**src/hdl/cpc_params.svh**
```systemverilog
// register offsets, field positions, reset values, delay times in microseconds and their cycle conversion
// assumes a 25 MHz core clock
`ifndef CPC_PARAMS_SVH
`define CPC_PARAMS_SVH
`define CPC_PROT_ADDR 8'h00
`define CPC_THR_ADDR 8'h7F
`define CPC_BIT_HIGH 7
`define CPC_BIT_LOW 6
`define CPC_BIT_CSURGE 5
`define CPC_BIT_DSURGE 4
`define CPC_BIT_CGATE 3
`define CPC_BIT_DGATE 2
`define CPC_BIT_CALLOW 1
`define CPC_BIT_DALLOW 0
`define CPC_THR_RESET 8'h00
`define CPC_CLK_HZ 25000000
`define CPC_OVD_US 1000
`define CPC_UVD_US 1000
`define CPC_OCD_US 10
`define CPC_SCD_US 1
`define CPC_SLEEPQ_US 2000000
`define CPC_US2CYC(us) ((us) * (`CPC_CLK_HZ / 1000000))
`endif

```
**src/hdl/cpc_pkg.sv**
```systemverilog
// types shared by the protection controller
// constants live in cpc_params.svh
package cpc_pkg;
	typedef enum logic [1:0] {
		CPC_ACTIVE = 2'b01,
		CPC_SLEEP = 2'b10
	} cpc_mode_t;
endpackage

```
**src/hdl/cpc_protect.sv**
```systemverilog
// cell protection controller: fault qualification, FET gate drive, regs
// assumes comparator levels arrive asynchronously from the analog front end
// Notes on behaviour
// - faults are watched only in Active mode.
// - overvoltage after delay turns charge gate off, sets high flag.
// - charge gate returns below enable level or on discharge below limit.
// - undervoltage after delay turns both gates off; may enter Sleep.
// - recovery charge path on while cell below limit minus 100mV.
// - charger seen in undervoltage waits for cell at limit, then Active.
// - without sleep, both gates return once cell exceeds low limit.
// - charge overcurrent after delay turns both gates off, sets flag.
// - charge surge pulls pack sense down; release when it falls low.
// - discharge overcurrent after delay turns drain gate off, sets flag.
// - short circuit after delay does the same, same flag.
// - discharge surge pulls pack sense up; release when it rises high.
// - gate outputs are the AND of fault-free terms and allow bits.
// - bits 7..4 set by hardware; bits 7, 5, 4 written 0 clear, 1 keeps.
// - high and surge flags clear on reset and on entering Sleep.
// - bit 6 mirrors status low flag, cleared by the status low clear input.
// - bits 3 and 2 read the present gate driver states.
// - allow bits set on reset and on wake; software may clear.
// - a clear allow bit forces its gate low.
// - threshold register fields go out to the comparators.
// - undervoltage sleeps only if allowed and bus stable long enough.
`timescale 1ns/10ps
`include "cpc_params.svh"
module cpc_protect #(
	parameter int OVD_CYC = `CPC_US2CYC(`CPC_OVD_US),
	parameter int UVD_CYC = `CPC_US2CYC(`CPC_UVD_US),
	parameter int OCD_CYC = `CPC_US2CYC(`CPC_OCD_US),
	parameter int SCD_CYC = `CPC_US2CYC(`CPC_SCD_US),
	parameter int SLEEPQ_CYC = `CPC_US2CYC(`CPC_SLEEPQ_US)
) (
	input wire logic clk_i,
	input wire logic rst_i,
	input wire logic cell_above_high_i,
	input wire logic cell_below_ce_i,
	input wire logic cell_below_low_i,
	input wire logic cell_below_rc_i,
	input wire logic sense_charge_surge_i,
	input wire logic sense_discharge_surge_i,
	input wire logic sense_short_i,
	input wire logic sense_discharging_i,
	input wire logic pack_plus_low_i,
	input wire logic pack_plus_high_i,
	input wire logic charger_seen_i,
	input wire logic bus_line_i,
	input wire logic low_cell_sleep_allow_i,
	input wire logic status_low_clear_i,
	input wire logic reg_wr_i,
	input wire logic [7:0] reg_addr_i,
	input wire logic [7:0] reg_wdata_i,
	output logic [7:0] reg_rdata_o,
	output logic charge_gate_out_o,
	output logic drain_gate_out_o,
	output logic pack_pulldown_o,
	output logic pack_pullup_o,
	output logic recovery_path_o,
	output logic status_low_cell_flag_o,
	output logic sleep_o,
	output logic [4:0] high_limit_sel_o,
	output logic short_limit_sel_o,
	output logic [1:0] surge_limit_sel_o
);
	if (OVD_CYC < 1 || UVD_CYC < 1 || OCD_CYC < 1 || SCD_CYC < 1 ||
			SLEEPQ_CYC < 1) begin : g_bad_delay
		$error("cpc_protect: delay counts must be at least one");
	end

	localparam int NIN = 14;
	localparam int NQ = 4;
	localparam int CW = 32;

	// two-stage synchronisers for every analog comparator and pin except the register bus inputs
	logic [NIN-1:0] raw_in;
	logic [NIN-1:0] s1_reg, s2_reg;
	assign raw_in = {cell_above_high_i, cell_below_ce_i, cell_below_low_i,
		cell_below_rc_i, sense_charge_surge_i, sense_discharge_surge_i,
		sense_short_i, sense_discharging_i, pack_plus_low_i,
		pack_plus_high_i, charger_seen_i, bus_line_i,
		low_cell_sleep_allow_i, status_low_clear_i};
	always_ff @(posedge clk_i or posedge rst_i) begin
		if (rst_i) begin
			s1_reg <= '0;
			s2_reg <= '0;
		end else begin
			s1_reg <= raw_in;
			s2_reg <= s1_reg;
		end
	end
	logic ov_c, ce_c, uv_c, rc_c, coc_c, doc_c, sc_c, dis_c;
	logic plo_c, phi_c, chg_c, bus_c, lsa_c, uvclr_c;
	assign {ov_c, ce_c, uv_c, rc_c, coc_c, doc_c, sc_c, dis_c,
		plo_c, phi_c, chg_c, bus_c, lsa_c, uvclr_c} = s2_reg;

	cpc_pkg::cpc_mode_t mode_reg, mode_next;
	logic active;
	assign active = (mode_reg == cpc_pkg::CPC_ACTIVE);

	// qualification counters: 0 undervoltage, 1 charge surge, 2 discharge surge, 3 short
	logic [NQ-1:0] cond;
	logic [NQ-1:0] qual;
	logic [CW-1:0] lim [NQ];
	assign cond = {sc_c, doc_c, coc_c, uv_c} & {NQ{active}};
	assign lim[0] = CW'(UVD_CYC);
	assign lim[1] = CW'(OCD_CYC);
	assign lim[2] = CW'(OCD_CYC);
	assign lim[3] = CW'(SCD_CYC);
	logic [CW-1:0] ov_cnt_reg, ov_cnt_next;
	logic ov_qual;
	genvar gi;
	generate
		for (gi = 0; gi < NQ; gi++) begin : g_qual
			logic [CW-1:0] cnt_reg, cnt_next;
			always_comb begin
				cnt_next = '0;
				if (cond[gi] && cnt_reg < lim[gi])
					cnt_next = cnt_reg + CW'(1);
				else if (cond[gi])
					cnt_next = cnt_reg;
			end
			always_ff @(posedge clk_i or posedge rst_i) begin
				if (rst_i)
					cnt_reg <= '0;
				else
					cnt_reg <= cnt_next;
			end
			assign qual[gi] = cond[gi] && cnt_reg >= lim[gi];
		end
	endgenerate
	always_comb begin
		ov_cnt_next = '0;
		if (ov_c && active && ov_cnt_reg < CW'(OVD_CYC))
			ov_cnt_next = ov_cnt_reg + CW'(1);
		else if (ov_c && active)
			ov_cnt_next = ov_cnt_reg;
	end
	always_ff @(posedge clk_i or posedge rst_i) begin
		if (rst_i)
			ov_cnt_reg <= '0;
		else
			ov_cnt_reg <= ov_cnt_next;
	end
	assign ov_qual = ov_c && active && ov_cnt_reg >= CW'(OVD_CYC);

	// bus stability counter for undervoltage sleep
	logic [CW-1:0] bus_cnt_reg, bus_cnt_next;
	logic bus_last_reg, bus_last_next;
	always_comb begin
		bus_last_next = bus_c;
		bus_cnt_next = '0;
		if (bus_c == bus_last_reg && bus_cnt_reg < CW'(SLEEPQ_CYC))
			bus_cnt_next = bus_cnt_reg + CW'(1);
		else if (bus_c == bus_last_reg)
			bus_cnt_next = bus_cnt_reg;
	end
	always_ff @(posedge clk_i or posedge rst_i) begin
		if (rst_i) begin
			bus_cnt_reg <= '0;
			bus_last_reg <= 1'b0;
		end else begin
			bus_cnt_reg <= bus_cnt_next;
			bus_last_reg <= bus_last_next;
		end
	end

	// fault latches, flags, allow bits, threshold register, mode
	logic ovf_reg, ovf_next, lowf_reg, lowf_next, cocf_reg, cocf_next;
	logic docf_reg, docf_next;
	logic ov_lat_reg, ov_lat_next, uv_lat_reg, uv_lat_next;
	logic coc_lat_reg, coc_lat_next, doc_lat_reg, doc_lat_next;
	logic callow_reg, callow_next, dallow_reg, dallow_next;
	logic [7:0] thr_reg, thr_next;
	logic cg_reg, cg_next, dg_reg, dg_next;
	logic [7:0] rd_next;
	logic wr_prot, wr_thr, to_sleep, to_active;
	assign wr_prot = reg_wr_i && reg_addr_i == `CPC_PROT_ADDR;
	assign wr_thr = reg_wr_i && reg_addr_i == `CPC_THR_ADDR;

	always_comb begin
		mode_next = mode_reg;
		to_sleep = 1'b0;
		to_active = 1'b0;
		ov_lat_next = ov_lat_reg;
		uv_lat_next = uv_lat_reg;
		coc_lat_next = coc_lat_reg;
		doc_lat_next = doc_lat_reg;
		ovf_next = ovf_reg;
		lowf_next = lowf_reg;
		cocf_next = cocf_reg;
		docf_next = docf_reg;
		callow_next = callow_reg;
		dallow_next = dallow_reg;
		thr_next = wr_thr ? reg_wdata_i : thr_reg;
		// software clears by writing 0; a same-cycle set still wins
		if (wr_prot) begin
			ovf_next = ovf_reg & reg_wdata_i[`CPC_BIT_HIGH];
			cocf_next = cocf_reg & reg_wdata_i[`CPC_BIT_CSURGE];
			docf_next = docf_reg & reg_wdata_i[`CPC_BIT_DSURGE];
			callow_next = reg_wdata_i[`CPC_BIT_CALLOW];
			dallow_next = reg_wdata_i[`CPC_BIT_DALLOW];
		end
		if (uvclr_c)
			lowf_next = 1'b0;
		case (mode_reg)
			cpc_pkg::CPC_ACTIVE: begin
				if (ov_qual) begin
					ov_lat_next = 1'b1;
					ovf_next = 1'b1;
				end else if (ov_lat_reg && (ce_c || (dis_c && !ov_c)))
					ov_lat_next = 1'b0;
				if (qual[0]) begin
					uv_lat_next = 1'b1;
					lowf_next = 1'b1;
				end else if (uv_lat_reg && !uv_c)
					uv_lat_next = 1'b0;
				if (qual[1]) begin
					coc_lat_next = 1'b1;
					cocf_next = 1'b1;
				end else if (coc_lat_reg && plo_c)
					coc_lat_next = 1'b0;
				if (qual[2] || qual[3]) begin
					doc_lat_next = 1'b1;
					docf_next = 1'b1;
				end else if (doc_lat_reg && phi_c)
					doc_lat_next = 1'b0;
				if (qual[0] && lsa_c &&
						bus_cnt_reg >= CW'(SLEEPQ_CYC)) begin
					mode_next = cpc_pkg::CPC_SLEEP;
					to_sleep = 1'b1;
				end
			end
			cpc_pkg::CPC_SLEEP: begin
				if ((chg_c && !uv_c) || bus_c != bus_last_reg) begin
					mode_next = cpc_pkg::CPC_ACTIVE;
					to_active = 1'b1;
				end
			end
			default: mode_next = cpc_pkg::CPC_ACTIVE;
		endcase
		if (to_sleep) begin
			ovf_next = 1'b0;
			cocf_next = 1'b0;
			docf_next = 1'b0;
		end
		if (to_active) begin
			callow_next = 1'b1;
			dallow_next = 1'b1;
			ov_lat_next = 1'b0;
			uv_lat_next = 1'b0;
			coc_lat_next = 1'b0;
			doc_lat_next = 1'b0;
		end
		// gate drive is off throughout Sleep
		cg_next = active && !to_sleep && !ov_lat_next && !uv_lat_next &&
			!coc_lat_next && callow_next;
		dg_next = active && !to_sleep && !uv_lat_next && !coc_lat_next &&
			!doc_lat_next && dallow_next;
		rd_next = {ovf_next, lowf_next, cocf_next, docf_next, cg_next,
			dg_next, callow_next, dallow_next};
	end

	always_ff @(posedge clk_i or posedge rst_i) begin
		if (rst_i) begin
			mode_reg <= cpc_pkg::CPC_ACTIVE;
			ov_lat_reg <= 1'b0;
			uv_lat_reg <= 1'b0;
			coc_lat_reg <= 1'b0;
			doc_lat_reg <= 1'b0;
			ovf_reg <= 1'b0;
			lowf_reg <= 1'b0;
			cocf_reg <= 1'b0;
			docf_reg <= 1'b0;
			callow_reg <= 1'b1;
			dallow_reg <= 1'b1;
			thr_reg <= `CPC_THR_RESET;
			cg_reg <= 1'b0;
			dg_reg <= 1'b0;
		end else begin
			mode_reg <= mode_next;
			ov_lat_reg <= ov_lat_next;
			uv_lat_reg <= uv_lat_next;
			coc_lat_reg <= coc_lat_next;
			doc_lat_reg <= doc_lat_next;
			ovf_reg <= ovf_next;
			lowf_reg <= lowf_next;
			cocf_reg <= cocf_next;
			docf_reg <= docf_next;
			callow_reg <= callow_next;
			dallow_reg <= dallow_next;
			thr_reg <= thr_next;
			cg_reg <= cg_next;
			dg_reg <= dg_next;
		end
	end

	// registered side outputs
	logic pd_reg, pu_reg, rcp_reg, slp_reg;
	logic [7:0] rdat_reg;
	always_ff @(posedge clk_i or posedge rst_i) begin
		if (rst_i) begin
			pd_reg <= 1'b0;
			pu_reg <= 1'b0;
			rcp_reg <= 1'b0;
			slp_reg <= 1'b0;
			rdat_reg <= '0;
		end else begin
			pd_reg <= coc_lat_next;
			pu_reg <= doc_lat_next;
			rcp_reg <= rc_c;
			slp_reg <= (mode_next == cpc_pkg::CPC_SLEEP);
			rdat_reg <= (reg_addr_i == `CPC_THR_ADDR) ? thr_next :
				(reg_addr_i == `CPC_PROT_ADDR) ? rd_next : 8'h00;
		end
	end

	assign reg_rdata_o = rdat_reg;
	assign charge_gate_out_o = cg_reg;
	assign drain_gate_out_o = dg_reg;
	assign pack_pulldown_o = pd_reg;
	assign pack_pullup_o = pu_reg;
	assign recovery_path_o = rcp_reg;
	assign status_low_cell_flag_o = lowf_reg;
	assign sleep_o = slp_reg;
	assign high_limit_sel_o = thr_reg[7:3];
	assign short_limit_sel_o = thr_reg[2];
	assign surge_limit_sel_o = thr_reg[1:0];
endmodule

```
**config.mk**
```make
export PLATFORM = sky130hd
export DESIGN_NAME = cpc_protect
export DESIGN_NICKNAME = d
export VERILOG_FILES = /design/src/hdl/cpc_pkg.sv /design/src/hdl/cpc_protect.sv
export VERILOG_INCLUDE_DIRS = /design/src /design/src/hdl
export SDC_FILE = /design/constraint.sdc
export NUM_CORES = 1
export LEC_CHECK = 0
export BUFFER_PORTS_ARGS = -buffer_cell sky130_fd_sc_hd__buf_2
export CAP_MARGIN = 5
export CORE_AREA = 2 2 174 176
export DETAILED_ROUTE_END_ITERATION = 16
export DIE_AREA = 0 0 176 178
export GPL_TIMING_DRIVEN = 1
export PLACE_DENSITY = 0.5
export SETUP_SLACK_MARGIN = 0.02
export SYNTH_ARGS = -nofsm -noshare
export SYNTH_HDL_FRONTEND = slang
export SYNTH_SLANG_ARGS = --single-unit
```
**constraint.sdc**
```tcl
create_clock -name clk_i -period 9.9 [get_ports clk_i]
set_clock_uncertainty 0.1 [all_clocks]
set_input_delay 1.98 -clock clk_i [delete_from_list [all_inputs] [get_ports clk_i]]
set_output_delay 1.98 -clock clk_i [all_outputs]
set_load 0.03 [all_outputs]
```
==> reports/results.env, run 1 <==
OUTCOME='complete, no violations'
R2R_SLACK_PS=6700
YOSYS.AREA_SHARE.ADDER_PCT=1.85
GRT_SETUP_UNREPAIRED='no'
POST_CTS.REPAIR.SETUP_BUFFERS=0
IO_BUFFERS=55
SYN_AVG_CELL_AREA_UM2=11.5
DIEWIDTH_UM=176
TRITONCTS.NUM_BUFFERS=29
KIND_OF_START_POINT_OF_THE_CRITICAL_PATH='primary input'
SYNTHARSTFLOPSHARE_PCT=100
SYNTH_TOP_FAMILY_BY_AREA='simple AND/OR/NAND/NOR gates'
HOLD_VIOL=0
TRITONCTS='done'
SETUP_TOTAL_NEGATIVE_SLACK_PS=0
CLOCK_INSERTION_DELAY_WORST_SKEW_PS=540
MIN-DELAY-PATH-CLASS='reg2reg'
GRT.OVERFLOW.TOTAL=0
AREA_OF_THE_MULTI_INPUT_GATES_UM2=3570
TIMING.CRITICAL_PATH.TO_TYPE='flop'
DRT-INITIAL-DRC-COUNT=346
SLEW_VIOL_FINAL=0
FINAL_NETS=991
REG2REG_FROM='bus_cnt_reg[7]'
DR.PASS1.ITERS=4
TIMING.SLEW.HEADROOM_PCT=41.3
MULTIPLEXER_SHARE_OF_THE_SYNTHESIZED_AREA_PCT=1.59
DRT.ANTENNA.VIOLATING_NETS=0
YOSYSWARNINGCOUNT=0
CTS_MAX_PATH_BUFFERS=3
SYNTH-COMPOUND-AREA-SHARE_PCT=7.12
VIAS_PER_CELL=4.92
HOLD_DEPTH=0
TIGHTESTPINTRANSITION_PS=875
LAYOUT_COMMONEST_CELL='dfrtp_1'
MAX_FREQ_MHz=290
HOLD_BUF_CTS=0
GRT_PASS1_VIAS=6731
DRV.MAX_CAP_VIOLATION_COUNT=0
DP_HPWL_UM=12100
NETLIST_AREA_BEFORE_PLACEMENT_UM2=10100
LARGEST_REGISTER_FF_COUNT=128
POST_SYNTH_AND_OR_NAND_NOR_AREA_FRACTION_PCT=21.2
DIE_H_UM=178
SYNTHDOMINANTAREACELLTYPE='dfrtp_1'
SYNTH_AREA_LEADERS='dfrtp_1, and3_1, nor2_1, nor4_1, nand2_1'
POST_SYNTH_XOR_XNOR_AREA_PCT=3.37
DIE-AREA_UM2=31300
GRT_MAX_DEGREE=122
ROUTE.DETAILED.DRC=0
TIMING.HOLD.WORST.START='s1_reg[9]'
PLACE_CONGESTION=0.734
CP.REQUIRED_PS=10220
TOTAL_NUMBER_OF_PLACEMENT_ROWS=63
POST-ROUTE-MIN-PERIOD_PS=3450
SYNTH_CELLS=881
SYNTH-EDFF-COUNT=0
CRITICAL_PATH_PEAK_FANOUT=9
SYNTH_CELL_TYPE_COUNT=54
CTS.SINKS=253
GRT_FIRST_PASS_WIRELENGTH_UM=34500
MAPPEDNETLISTNETS=929
CLKSLEWWORSTSETUPHOLDPATHS_PS=60
CTS.HTREE.LEVELS=1
POSTCTSRESIZEDCELLS=0
CTS.ROOT.BUFFER_CELL='clkbuf_16'
POWERDENSITY_nW_PER_UM2=187
FINAL.FILL_COUNT=2801
DETAIL_ROUTE.WIRELENGTH_UM=19900
DOMINANTREGCELLSYNTH='dfrtp_1'
VIA_COUNT=6683
REPORT.FINAL.SETUP_VIOL=0
CRITPATHKIND='in2reg'
WORSTHOLDENDPOINT='s2_reg[9]'
SYNTHDOMINANTCELLAREASHARE_PCT=61.7
NUMBER_OF_ANTENNA_VIOLATIONS_AT_THE_FIRST_CHECK_IN_GLOBAL_ROUTING=0
EFFECTIVE_UTILIZATION_AT_FLOORPLAN_PCT=34.5
FINAL_LAYOUT_SIZE_SUFFIX_GT1_SHARE_PCT=14.1
CORE_UM2=29400
LAYOUT_COMMON_CELLS='dfrtp_1, and3_1, nor2_1'
AREA.GROWTH.SYNTH_TO_FINAL_PCT=16.8
OVERALL_ROUTING_RESOURCE_USAGE_PCT=13.3
YS_FF_LATCH=253
FIN_HOLD_WS_PS=246
WL_PER_CELL_UM=14.6
FRACTION_OF_THE_YOSYS_AREA_TAKEN_BY_SEQUENTIAL_CELLS_PCT=62.5
IOPINCOUNT=56
WORST_R2R_PATH_DEPTH=7
FF_LATCH_AREA_UM2=6330
VDD_DROP_MAX_mV=0.114
LEAKAGE_uW=0.00594
CRIT_ARRIVAL_PS=3770
TIMING.RR.END='bus_cnt_reg[18]'
MIN_PERIOD_OVER_PERIOD_PCT=34.8
layout make-up:
type	count	share of cell area [%]
Clock buffer	41	6.93
Inverter	28	0.951
Antenna cell	1	0.0211
Clock inverter	13	1.25
Multi-Input combinational cell	564	30.2
Sequential cell	253	53.5
Tap cell	390	4.12
Timing Repair Buffer	67	3.09
power breakdown:
group	switching, µW	internal [µW]
registers	17.7	1050
clock network	420	654
logic	48.8	21.8
total	487	1730
critical path, cell delays in order:
cell and delay (ps):
buf_2 100, nand4b_1 160, nor2_1 540, nand2_1 410, mux2_2 380, a32o_1 200
synth_stat cells, drive strengths merged (5+ instances only):
cell type / n
a21oi: 33
a31oi: 10
and2: 12
and3: 117
and4: 7
clkbuf: 35
dfrtp: 250
ha: 15
inv: 28
mux2: 9
mux2i: 6
nand2: 54
nand3: 22
nand4: 23
nor2: 60
nor3: 9
nor3b: 5
nor4: 38
o21a: 8
o21ai: 22
o31ai: 9
or3: 17
or4: 8
xnor2: 21
xor2: 18
metrics by stage:
step                util [%]  area (µm²)  cells  worst slack (ps)  total power, µW
floorplan                  -       10100    881               868             1130
global placement        37.0       10900   1302              5900             1160
detailed placement      37.0       10900   1302              5910             1160
CTS                     40.3       11800   1356              6470             2250
global route            40.3       11800   1356              6270             2310
finish                  40.3       11800   1357              6450             2210
cells by family after synthesis:
group / after synthesis
and+or+nand+nor: 383
muxes: 15
AOI/OAI and AO/OA: 112
xor gates and xnor gates: 39
buffers and inverters: 64
DFF: 253
adders and majority gates: 15
routing by layer:
metal	global-route usage [%]	vias up	share of wire, %
li1	-	3296	-
met1	19.1	3271	49
met2	20.7	80	46
met3	2.28	36	3.0
met4	3.68	0	2.2
met5	0	-	0
worst max-delay path by stage:
| stage | startpoint | end | cells after the start |
|---|---|---|---|
| after floorplan | rst_i | bus_cnt_reg[0] | 1 |
| after global placement | reg_addr_i[7] | reg_rdata_o[7] | 6 |
| after detailed placement | reg_addr_i[7] | reg_rdata_o[5] | 6 |
| after CTS | reg_addr_i[7] | reg_rdata_o[5] | 6 |
| after global routing | reg_addr_i[7] | reg_rdata_o[7] | 6 |
| final | reg_addr_i[7] | reg_rdata_o[4] | 6 |
No activity file was read; power rests on OpenSTA's default activity.
==> run 2, diff against run 1 <==
ABC_AREA = 1   (was not set)
CORE_AREA = 2 2 179 181   (was 2 2 174 176)
DIE_AREA = 0 0 181 183   (was 0 0 176 178)
clock period = 3.3 ns   (was 9.9 ns; I/O delays follow)
==> run 2 against run 1 <==
Net effect:
- first-iteration DRC count is 33% higher
- via count rose by 13%
- die area is 5.7% higher
- synthesized area is 6.5% higher
- register-to-register slack worse by 5800 ps
- combinational power grew to 3.5 times the previous value
- global-route usage is 0.28 points higher
- sequential cell count stayed put
- critical path type is now reg2reg
==> reports/results.env, run 2 <==
DRT-INITIAL-DRC-COUNT=459  # +33%
EFFECTIVE_UTILIZATION_AT_FLOORPLAN_PCT=34.6  # +0.10 points
PWR-SHARE-SEQ_PCT=46.8  # -1.4 points
LAYOUT_COMMON_CELLS='nor2_1, dfrtp_1, inv_1'
SYNTH_TOP_FAMILY_BY_AREA='simple AND/OR/NAND/NOR gates'
CRITICAL_PATH.CELL_CHAIN='ha_1 > nand2_1 > buf_4 > inv_1 > nand2_2 > nand2_1 > nand2_1 > nand2_1 > nor2_2 > nand3_1 > nand2_1'
GRT.OVERFLOW.TOTAL=0  # unchanged
FINAL_LAYOUT_SIZE_SUFFIX_GT1_SHARE_PCT=12.3  # -1.8 points
LEAKAGE_uW=0.00621  # +4.5%
CLKSLEWWORSTSETUPHOLDPATHS_PS=60  # about the same
OVERALL_ROUTING_RESOURCE_USAGE_PCT=13.5  # +0.28 points
DPL-INSTANCE-AREA_UM2=11600  # +6.6%
VIA_COUNT=7546  # +13%
MIN_PERIOD_OVER_PERIOD_PCT=72.8
POSTCTSRESIZEDCELLS=0  # unchanged
OUTCOME='complete, no violations'
NUMBER_OF_ANTENNA_VIOLATIONS_AT_THE_FIRST_CHECK_IN_GLOBAL_ROUTING=0  # unchanged
PWR-SHARE-CLK_PCT=49.6  # +1.0 points
TIMING.HOLD.WORST.START='cell_below_ce_i'
DIE-AREA_UM2=33100  # +5.7%
TRITONCTS.NUM_BUFFERS=29  # unchanged
DIE_H_UM=183  # +2.8%
SYNTH_CELL_TYPE_COUNT=43  # -20%
SLEW_VIOL_FINAL=0  # unchanged
FRACTION_OF_THE_YOSYS_AREA_TAKEN_BY_SEQUENTIAL_CELLS_PCT=58.7  # -3.8 points
FINAL_NETS=1346  # +36%
AREA.GROWTH.SYNTH_TO_FINAL_PCT=16.8  # about the same
P_INT_uW=5320  # +210%
LARGEST_REGISTER_FF_COUNT=128  # unchanged
CRIT_PATH_TOP_DELAY_CELL='dfstp_2'
SYNTH.TOP_CELLS.BY_COUNT='nor2_1, dfrtp_1, inv_1'
DETAIL_ROUTE.WIRELENGTH_UM=21800  # +9.6%
POWERDENSITY_nW_PER_UM2=539  # +190%
SYNTH_AREA_LEADERS='dfrtp_1, nor2_1, inv_1, nand2_1, xor2_1'
HOLD_DEPTH=1  # +1
POWER_uW=6800  # +210%
SETUP_TOTAL_NEGATIVE_SLACK_PS=0  # unchanged
CP.REQUIRED_PS=3630  # -6590 ps
SYNTHDOMINANTCELLAREASHARE_PCT=57.9  # -3.8 points
CRIT_ARRIVAL_PS=2730  # -1040 ps
R2R_SLACK_PS=900  # -5800 ps
PLACE.DETAILED.INSTANCES=1668  # +28%
LAYOUT_COMMONEST_CELL='nor2_1'
SYNTH-EDFF-COUNT=0  # unchanged
CTS.HTREE.LEVELS=1  # unchanged
WORST_R2R_PATH_DEPTH=11  # +4
TRITONCTS='done'
CTS.SINKS=253  # unchanged
WL_PER_CELL_UM=12.6  # -14%
YS_FF_LATCH=253  # unchanged
CTS.ROOT.BUFFER_CELL='clkbuf_16'
TIMING.SLEW.HEADROOM_PCT=51.3  # +10 points
ANTENNADIODECOUNT=0  # -1
POWER.SHARE.COMBINATIONAL_PCT=3.6  # +0.4 points
GRT_PASS1_VIAS=7344  # +9.1%
IO_BUFFERS=55  # unchanged
P_SW_uW=1480  # +200%
DRV.MAX_CAP_VIOLATION_COUNT=0  # unchanged
CTS_MAX_PATH_BUFFERS=3  # unchanged
KIND_OF_START_POINT_OF_THE_CRITICAL_PATH='flop'
PLACE_CONGESTION=0.805  # +9.8%
MIN-DELAY-PATH-CLASS='in2reg'
POST_SYNTH_AND_OR_NAND_NOR_AREA_FRACTION_PCT=22.3  # +1.2 points
GRT_SETUP_UNREPAIRED='no'
SYNTHARSTFLOPSHARE_PCT=100  # unchanged
POST_SYNTH_XOR_XNOR_AREA_PCT=2.68  # -0.69 points
WORST-PATH-BUF-INV=2  # +1
GRT_MAX_DEGREE=119  # -2.5%
POST-SYNTH-TOP-COUNT-CELL='nor2_1'
WORST_PATH_DOMINANT_CELL_FAMILY='simple AND/OR/NAND/NOR gates'
FINALNONFILLERCELLS=1723  # +27%
TIMING.CRITICAL_PATH.TO_TYPE='flop'
ROUTE.DETAILED.DRC=0  # unchanged
POST-ROUTE-MIN-PERIOD_PS=2400
MULTIPLEXER_SHARE_OF_THE_SYNTHESIZED_AREA_PCT=0.521  # -1.1 points
FINISH.UTILIZATION_PCT=40.4  # +0.12 points
TIMING.RR.END='reg_rdata_o[3]'
FF_LATCH_AREA_UM2=6330  # unchanged
CRITICAL_PATH_PEAK_FANOUT=24  # +15
DR.PASS1.ITERS=5  # +1
HOLD_VIOL=0  # unchanged
DIEWIDTH_UM=181  # +2.8%
CRITICAL_PATH.MAX_STAGE_DELAY_PS=540  # about the same
LAYOUT.CELL_AREA.NON_FILLER_UM2=12600  # +6.5%
MAPPEDNETLISTNETS=1269  # +37%
SYN_AVG_CELL_AREA_UM2=8.85  # -23%
TOTAL_NUMBER_OF_PLACEMENT_ROWS=65  # +3.2%
GRT_FIRST_PASS_WIRELENGTH_UM=37000  # +7.3%
NETLIST_AREA_BEFORE_PLACEMENT_UM2=10800  # +6.5%
CORE_UM2=31200  # +6.2%
IOPINCOUNT=56  # unchanged
WORSTHOLDENDPOINT='s1_reg[12]'
FINAL.FILL_COUNT=3202  # +14%
CRITPATHKIND='reg2reg'
SYNTH-COMPOUND-AREA-SHARE_PCT=5.53  # -1.6 points
VDD_DROP_MAX_mV=0.361  # +220%
YOSYSWARNINGCOUNT=0  # unchanged
DRT.ANTENNA.VIOLATING_NETS=0  # unchanged
DP_HPWL_UM=14900  # +24%
YOSYS.AREA_SHARE.ADDER_PCT=1.74  # -0.11 points
CLOCK_INSERTION_DELAY_WORST_SKEW_PS=550  # about the same
VIAS_PER_CELL=4.38  # -11%
DOMINANTREGCELLSYNTH='dfrtp_1'
TIGHTESTPINTRANSITION_PS=730  # -145 ps
REPORT.FINAL.SETUP_VIOL=0  # unchanged
SW_FRAC_OF_TOTAL_PCT=21.8  # -0.20 points
SYNTH_CELLS=1221  # +39%
AREA_OF_THE_MULTI_INPUT_GATES_UM2=3540  # -0.77%
REG2REG_FROM='mode_reg[0]'
CRIT_PATH_FREQUENT_CELL='nand2_1'
SYNTHDOMINANTAREACELLTYPE='dfrtp_1'
MAX_FREQ_MHz=416
## run 2: cell count changes after synthesis, moves of 14 or more
| cell | delta |
|---|---|
| nor2_1 | +196 |
| inv_1 | +177 |
| nand2_1 | +143 |
| and3_1 | -116 |
| nor4_1 | -33 |
| clkbuf_1 | -23 |
| o21ai_0 | +18 |
| or3_1 | -17 |
| nand3_1 | +16 |
| o21ai_1 | +15 |
| xnor2_1 | -15 |
| nor3_1 | +14 |
## run 2: worst max-delay path by stage
stage / startpoint / endpoint / slack [ps] / depth (start not counted)
floorplan: rst_i / bus_cnt_reg[0] / -790 / 1
global placement: mode_reg[0] / reg_rdata_o[3] / 950 / 9
detailed placement: reg_addr_i[7] / reg_rdata_o[3] / 900 / 9
CTS: mode_reg[0] / reg_rdata_o[3] / 870 / 11
global route: mode_reg[1] / reg_rdata_o[3] / 690 / 12
finish: mode_reg[0] / reg_rdata_o[3] / 900 / 11
## run 2: power groups by stage
stage	sequential [µW]	combinational, µW	clock (µW)
after floorplan	3240	151	0
after global placement	3240	255	0
after detailed placement	3240	257	0
after CTS	3180	258	3480
after global routing	3190	285	3630
final	3180	247	3370
## run 2: final cells by class
cell class                      instances  share of cell area (%)
Tap cell                              402                    3.99
Timing Repair Buffer                   66                    3.05
Inverter                              220                    6.57
Sequential cell                       253                    50.2
Clock buffer                           42                    6.77
Multi-Input combinational cell        728                    28.1
Clock inverter                         12                    1.32
## run 2: kinds of logic (layout without fill, tap and decap cells)
kind of cell,after synthesis,after routing
AO/OA/AOI/OAI,106,106
XOR/XNOR,33,33
adder cells (fa/ha/maj),15,15
buffers and inverters,240,340
flip-flops,253,253
multiplexers,5,5
AND/OR/NAND/NOR,569,569
## run 2: per-stage QoR
stage / setup slack [ps] / hold WS [ps]
after floorplan: -787 / 231
after global placement: 950 / 233
after detailed placement: 900 / 239
after CTS: 868 / 81.8
after global routing: 689 / 89.6
final: 897 / 118
## run 2: routing by layer
metal	routed length, µm	track usage (%)
met5	0	0
met3	925	2.07
met4	343	3.32
met2	9430	21.0
met1	11100	19.9
## run 2: timing repair
item,CTS,global route
hold endpoints to repair,4,0
setup buffers,0,0
hold buffers,1,0
